--- config.mk ---
export PLATFORM = sky130hd
export DESIGN_NAME = linear_array_readout_sequencer
export DESIGN_NICKNAME = d
export VERILOG_FILES = /design/src/rtl/linear_array_readout_sequencer.v /design/src/rtl/sample_fifo.v
export VERILOG_INCLUDE_DIRS = /design/src /design/src/shared
export SDC_FILE = /design/constraint.sdc
export NUM_CORES = 1
export LEC_CHECK = 0
export CELL_PAD_IN_SITES_DETAIL_PLACEMENT = 1
export CELL_PAD_IN_SITES_GLOBAL_PLACEMENT = 1
export CORE_ASPECT_RATIO = 1.75
export CORE_MARGIN = 1
export CORE_UTILIZATION = 40
export CTS_CLUSTER_DIAMETER = 200
export DETAILED_ROUTE_END_ITERATION = 8
export DONT_BUFFER_PORTS = 1
export GPL_TIMING_DRIVEN = 0
export PLACE_DENSITY = 0.73
export SETUP_SLACK_MARGIN = 0.2
export SKIP_LAST_GASP = 1
export SYNTH_ARGS = -nofsm -noshare
export SYNTH_HDL_FRONTEND = slang
export SYNTH_SLANG_ARGS = --single-unit
--- constraint.sdc ---
create_clock -name clk_i -period 7.3 [get_ports clk_i]
set_input_delay 2.19 -clock clk_i [delete_from_list [all_inputs] [get_ports clk_i]]
set_output_delay 2.19 -clock clk_i [all_outputs]
set_load 0.02 [all_outputs]
--- src/shared/pixel_seq_defs.vh ---
// Constants for the linear array readout sequencer
`ifndef PIXEL_SEQ_DEFS_VH
`define PIXEL_SEQ_DEFS_VH

`define PIX_COUNT        64
`define PIX_IDX_W        6
`define PIX_LAST_IDX     6'h3f
`define PIX_IDX_ZERO     6'h00
`define PIX_IDX_ONE      6'h01
`define SAMPLE_W         12
`define SAMPLE_ZERO      12'h000
`define FIFO_DEPTH       8
`define FIFO_PTR_W       3
`define PERIOD_W         32
`define PERIOD_ZERO      32'h0000_0000
`define PERIOD_ONE       32'h0000_0001

`endif

--- src/rtl/linear_array_readout_sequencer.v ---
// Readout sequencer for a 64-element linear light sensor, with sample buffer
`include "pixel_seq_defs.vh"

module linear_array_readout_sequencer #(
  parameter PIX_N    = `PIX_COUNT,
  parameter IDX_W    = `PIX_IDX_W,
  parameter SMP_W    = `SAMPLE_W,
  parameter FDEPTH   = `FIFO_DEPTH,
  parameter FPTR_W   = `FIFO_PTR_W
) (
  input  wire             clk_i,               // Device clock, 100 MHz
  input  wire             rst_i,               // Synchronous reset, active high
  input  wire             start_i,             // Start pulse from controller pin
  input  wire [SMP_W-1:0] pixel_sample_i,      // Pixel level from sampler
  output wire             pixel_voltage_output_o,  // Pixel output drive level
  output wire             pixel_voltage_output_oe_o, // Output enable, high drives
  output wire [PIX_N-1:0] pixel_connect_o,     // One-hot pixel-to-amplifier switch
  output wire [PIX_N-1:0] integrator_reset_o,  // One-cycle integrator reset pulses
  output reg  [IDX_W-1:0] pixel_index_o,       // Pixel connected on the previous clock
  output reg              pixel_valid_o,       // A pixel was connected on the previous clock
  output reg  [31:0]      integration_cycles_o,// Last start-to-start spacing
  output wire             busy_o,              // Readout cycle in progress
  output wire [IDX_W+SMP_W-1:0] out_data_o,    // Buffered index and sample
  output wire             out_valid_o,         // Buffer holds a word
  input  wire             out_ready_i,         // Consumer takes word
  output wire             overrun_o            // Sample dropped, buffer full
);

  // Start pin comes from outside: three flip-flops, change counted when 2 and 3 agree
  reg start_s1;
  reg start_s2;
  reg start_s3;
  reg start_seen;

  always @(posedge clk_i) begin
    if (rst_i) begin
      start_s1   <= 1'b0;
      start_s2   <= 1'b0;
      start_s3   <= 1'b0;
      start_seen <= 1'b0;
    end else begin
      start_s1 <= start_i;
      start_s2 <= start_s1;
      start_s3 <= start_s2;
      if (start_s2 == start_s3) begin
        start_seen <= start_s3;
      end
    end
  end

  // Accept only the rising side, so a long start still counts once
  reg  start_seen_d;
  wire start_edge = start_seen & ~start_seen_d;

  always @(posedge clk_i) begin
    if (rst_i) begin
      start_seen_d <= 1'b0;
    end else begin
      start_seen_d <= start_seen;
    end
  end

  // Token shift register: stage k high connects pixel k
  reg  [PIX_N-1:0] token;
  reg  [PIX_N-1:0] token_d;

  // A start is taken only when the previous cycle has ended, which is what
  // the controller already guarantees by spacing starts to clock 66 or later
  wire cycle_active = |token;
  wire take_start   = start_edge & ~cycle_active;
  wire [PIX_N-1:0] next_token = {token[PIX_N-2:0], take_start};

  always @(posedge clk_i) begin
    if (rst_i) begin
      token   <= {PIX_N{1'b0}};
      token_d <= {PIX_N{1'b0}};
    end else begin
      token   <= next_token;
      token_d <= token;
    end
  end

  // Connect switches follow the token directly
  assign pixel_connect_o = token;

  // Falling stage bit resets that pixel's integrator for one clock
  assign integrator_reset_o = token_d & ~token;

  // Output drives only while some stage holds the token; last shift leaves it idle
  assign busy_o                    = cycle_active;
  assign pixel_voltage_output_oe_o = cycle_active;
  assign pixel_voltage_output_o    = cycle_active & pixel_sample_i[SMP_W-1];

  // Index encoder: one-hot token to binary
  reg [IDX_W-1:0] enc_idx;
  integer k;

  always @* begin
    enc_idx = {IDX_W{1'b0}};
    for (k = 0; k < PIX_N; k = k + 1) begin
      if (token[k]) begin
        enc_idx = k[IDX_W-1:0];
      end
    end
  end

  // Registered index and valid for the companion sampler
  always @(posedge clk_i) begin
    if (rst_i) begin
      pixel_index_o <= `PIX_IDX_ZERO;
      pixel_valid_o <= 1'b0;
    end else begin
      pixel_index_o <= enc_idx;
      pixel_valid_o <= cycle_active;
    end
  end

  // Integration period: clocks between accepted starts, shown as a count
  reg [`PERIOD_W-1:0] period_cnt;
  reg                 period_armed;

  always @(posedge clk_i) begin
    if (rst_i) begin
      period_cnt           <= `PERIOD_ZERO;
      period_armed         <= 1'b0;
      integration_cycles_o <= `PERIOD_ZERO;
    end else if (take_start) begin
      if (period_armed) begin
        integration_cycles_o <= period_cnt;
      end
      period_cnt   <= `PERIOD_ONE;
      period_armed <= 1'b1;
    end else if (period_armed && period_cnt != {`PERIOD_W{1'b1}}) begin
      period_cnt <= period_cnt + `PERIOD_ONE;
    end
  end

  // Samples of connected pixels enter the buffer; full drops and flags overrun
  // since the sensor cannot be stalled mid-sweep
  wire                   fifo_in_ready;
  wire                   fifo_push = pixel_valid_o;
  reg                    overrun;
  reg  [SMP_W-1:0]       sample_q;

  always @(posedge clk_i) begin
    if (rst_i) begin
      sample_q <= `SAMPLE_ZERO;
    end else begin
      sample_q <= pixel_sample_i;
    end
  end

  // Overrun is sticky until the next accepted start; a new drop wins over clear
  always @(posedge clk_i) begin
    if (rst_i) begin
      overrun <= 1'b0;
    end else if (fifo_push && !fifo_in_ready) begin
      overrun <= 1'b1;
    end else if (take_start) begin
      overrun <= 1'b0;
    end
  end

  assign overrun_o = overrun;

  sample_fifo #(
    .WIDTH (IDX_W + SMP_W),
    .DEPTH (FDEPTH),
    .PTR_W (FPTR_W)
  ) u_fifo (
    .clk_i       (clk_i),
    .rst_i       (rst_i),
    .in_data_i   ({pixel_index_o, sample_q}),
    .in_valid_i  (fifo_push),
    .in_ready_o  (fifo_in_ready),
    .out_data_o  (out_data_o),
    .out_valid_o (out_valid_o),
    .out_ready_i (out_ready_i)
  );

endmodule // linear_array_readout_sequencer

--- src/rtl/sample_fifo.v ---
// Small synchronous FIFO with valid/ready on both sides
module sample_fifo #(
  parameter WIDTH = 18,
  parameter DEPTH = 8,
  parameter PTR_W = 3
) (
  input  wire             clk_i,     // System clock
  input  wire             rst_i,     // Synchronous reset, active high
  input  wire [WIDTH-1:0] in_data_i, // Write data
  input  wire             in_valid_i,// Write request
  output wire             in_ready_o,// Not full
  output wire [WIDTH-1:0] out_data_o,// Head word
  output wire             out_valid_o,// Not empty
  input  wire             out_ready_i // Reader takes head
);

  reg [WIDTH-1:0] mem [0:DEPTH-1];
  reg [PTR_W-1:0] wr_ptr;
  reg [PTR_W-1:0] rd_ptr;
  reg [PTR_W:0]   fill;

  wire push = in_valid_i & in_ready_o;
  wire pop  = out_valid_o & out_ready_i;

  // Full and empty come straight from the fill count
  assign in_ready_o  = (fill != DEPTH[PTR_W:0]);
  assign out_valid_o = (fill != {(PTR_W+1){1'b0}});
  assign out_data_o  = mem[rd_ptr];

  // Storage writes; no reset needed on the data array
  always @(posedge clk_i) begin
    if (push) begin
      mem[wr_ptr] <= in_data_i;
    end
  end

  // Pointers and fill level
  always @(posedge clk_i) begin
    if (rst_i) begin
      wr_ptr <= {PTR_W{1'b0}};
      rd_ptr <= {PTR_W{1'b0}};
      fill   <= {(PTR_W+1){1'b0}};
    end else begin
      if (push) begin
        wr_ptr <= wr_ptr + {{(PTR_W-1){1'b0}}, 1'b1};
      end
      if (pop) begin
        rd_ptr <= rd_ptr + {{(PTR_W-1){1'b0}}, 1'b1};
      end
      if (push && !pop) begin
        fill <= fill + {{PTR_W{1'b0}}, 1'b1};
      end else if (pop && !push) begin
        fill <= fill - {{PTR_W{1'b0}}, 1'b1};
      end
    end
  end

endmodule // sample_fifo

==> impl_metrics.json <==
{
  "fillers": 3267,
  "fin_area_um2": 14600,
  "cts.reportedPaths.clkPinSlew_ns": 0.07,
  "cap_violations": 0,
  "rsz0062_at_grt": "false",
  "p_leak_nw": 5.49,
  "dieArea_um2": 32800,
  "gp_congestion": 0.790,
  "clockBufferDepth": 3,
  "synth-edff-count": 144,
  "cts_max_level": 1,
  "worst-path-max-fanout": 8,
  "setup_viol": 0,
  "crit_type": "reg -> out",
  "yosys.cell_count.top_type": "dfxtp_1",
  "start_util_pct": 40.6,
  "endpoint_kind": "primary output",
  "synth-seq-cells": 312,
  "die_y_um": 239,
  "fin_nets": 1101,
  "yosysSeqAreaShare_pct": 60.0,
  "stdcell_count": 1497,
  "drive_gt1_share_pct": 20.2,
  "remaining_drc_errors": 0,
  "synthDistinctLibCells": 56,
  "ant_nets": 0,
  "core-area_um2": 31500,
  "drv_slew": 0,
  "avgRoutedWirePerCell_um": 21.0,
  "num_rows": 86,
  "antenna_cells": 0,
  "vias": 7900,
  "skew_ns": 0.0252,
  "critPathRequiredTime_ns": 5.11,
  "min_path_type": "reg -> reg",
  "avgViaCountPerCell": 5.28,
  "regArea_um2": 7690,
  "power_density_nw_per_um2": 262,
  "cts_resized": 0,
  "place_hpwl_mm": 22.8,
  "synth_cells": 1030,
  "relSlewSlack_pct": 26.6,
  "cts_setup_buffers": 0,
  "antenna_found_initial": 0,
  "gr-total-overflow": 0,
  "synth_ff_type": "dfxtp_1",
  "crit_arrival_ns": 3.38,
  "ir_drop_mv": 0.266,
  "syn-num-nets": 1053,
  "place.port_buffers": 0,
  "ys_top_cells_by_area": "edfxtp_1, dfxtp_1, mux4_2",
  "synth_top_cell_by_area": "edfxtp_1",
  "synth_common_cells": "dfxtp_1, edfxtp_1, nor2_1, nor2b_1, buf_4",
  "placed_cell_area_um2": 13500,
  "startpoint_type": "register",
  "post-place-ws_ns": 2.33,
  "root_buffer": "clkbuf_16",
  "period_share_pct": 76.3,
  "dp_cells": 1443,
  "fin_tns_setup_ns": 0,
  "grt_max_degree": 17,
  "async_flop_share_pct": 0,
  "worst_slack_ns": 1.73,
  "max_freq_mhz": 180,
  "multiInputGateArea_um2": 4430,
  "worstMarginPinSlew_ns": 1.09,
  "drtPass1Iterations": 6,
  "wirelength_mm": 31.4,
  "hold_viol": 0,
  "grt_use_total_pct": 19.3,
  "worstSkewPairLatency_ns": 0.56,
  "outcome": "finished clean",
  "syn_area_um2": 12800,
  "synth_top_cell_area_share_pct": 33.8,
  "post-route-min-period_ns": 5.57,
  "areaGrowthSynthToFinish_pct": 13.7,
  "cts_sinks": 312,
  "drtIter0Drc": 319,
  "grt_pass1_wl_mm": 48.4,
  "synth_area_per_cell_um2": 12.4,
  "io-pin-count": 206,
  "cts_inserted_buffers": 29,
  "grt_pass1_vias": 8372,
  "cts_tree": "done",
  "die_w_um": 137,
  "yosys_warnings": 0,
  "holdBufCountCts": 0,
  "fin_util_pct": 46.2
}
==> routing by layer <==
metal / GRT usage, % / vias to the layer above / routed length [um]
met3: 3.86 / 40 / 1700
met4: 5.19 / 0 / 588
met2: 36.7 / 184 / 17300
met5: 0 / - / 0
li1: - / 3707 / -
met1: 21.3 / 3969 / 11900
==> flip-flops by register name, indices dropped and copies added, names as in the netlist, 2 cells and up, named ones only <==
name	cells
sample_q	12
u_fifo.fill	4
pixel_index_o	6
period_cnt	32
u_fifo.mem	144
token_d	2
pixel_connect_o	63
u_fifo.rd_ptr	3
integration_cycles_o	32
u_fifo.wr_ptr	3
==> kinds of logic after synthesis <==
logic type | after synthesis | synth area share, %
and+or+nand+nor | 400 | 17.0
DFF | 312 | 60.0
buffers and inverters | 116 | 5.66
muxes | 88 | 10.6
AOI/OAI and AO/OA | 74 | 3.78
xor gates and xnor gates | 33 | 2.26
adders and majority gates | 7 | 0.743
==> worst paths after layout <==
kind,from,to,slack (ns),cells after the start
worst max-delay path,pixel_connect_o[53],pixel_voltage_output_oe_o,1.73,5
worst min-delay path,start_s1,start_s2,0.47,1
worst max register to register,u_fifo.fill[0],u_fifo.fill[3],4.38,11
worst min register to register,start_s1,start_s2,0.47,1
==> metrics by stage <==
stage	power, mW	hold slack [ns]
2_1_floorplan	2.16	0.414
3_3_place_gp	2.22	0.448
3_5_place_dp	2.24	0.459
4_1_cts	3.88	0.467
5_1_grt	3.96	0.472
6_report	3.82	0.465
==> report_power, final <==
| part | internal (mW) | switching (mW) | total, mW |
|---|---|---|---|
| Clock | 0.971 | 0.658 | 1.63 |
| Combinational | 0.140 | 0.189 | 0.328 |
| Sequential | 1.84 | 0.0210 | 1.86 |
| Total | 2.95 | 0.868 | 3.82 |
==> final cells by class <==
type | count | area share, %
clock inverter | 17 | 1.76
timing repair buffer | 17 | 1.30
multi-input combinational | 602 | 30.4
clock buffer | 37 | 5.34
sequential | 312 | 52.8
buffer | 99 | 4.54
inverter | 17 | 0.438
tap | 396 | 3.40
==> cells in the final DEF, fill, tap and decap left out, types with 5 or more instances in the layout <==
cell | Yosys | routed
o311ai_0 | 5 | 5
xnor2_1 | 20 | 20
nor4_2 | 7 | 8
nand3_1 | 15 | 15
nor3_1 | 24 | 21
nor4_1 | 21 | 20
or3_1 | 5 | 5
edfxtp_1 | 144 | 144
buf_2 | 6 | 6
mux2i_1 | 34 | 34
mux4_2 | 36 | 36
buf_4 | 65 | 72
nor2b_1 | 127 | 127
nand2_1 | 29 | 29
dfxtp_1 | 168 | 168
nand2b_1 | 5 | 5
clkbuf_1 | 21 | 28
xor2_1 | 13 | 13
bufinv_16 | 0 | 6
a21oi_1 | 29 | 29
mux2_2 | 18 | 18
clkbuf_16 | 0 | 30
ha_1 | 6 | 6
nand4_1 | 12 | 12
o21ai_0 | 18 | 18
nor2_1 | 128 | 127
buf_6 | 5 | 12
inv_1 | 17 | 17
==> critical path, stage by stage (launching register included) <==
cell and delay (ns):
dfxtp_1 0.40, nor4_1 0.56, nand4_1 0.31, nor4_1 0.96, inv_1 0.34, buf_4 0.27
Power figures use the tool's default switching activity.
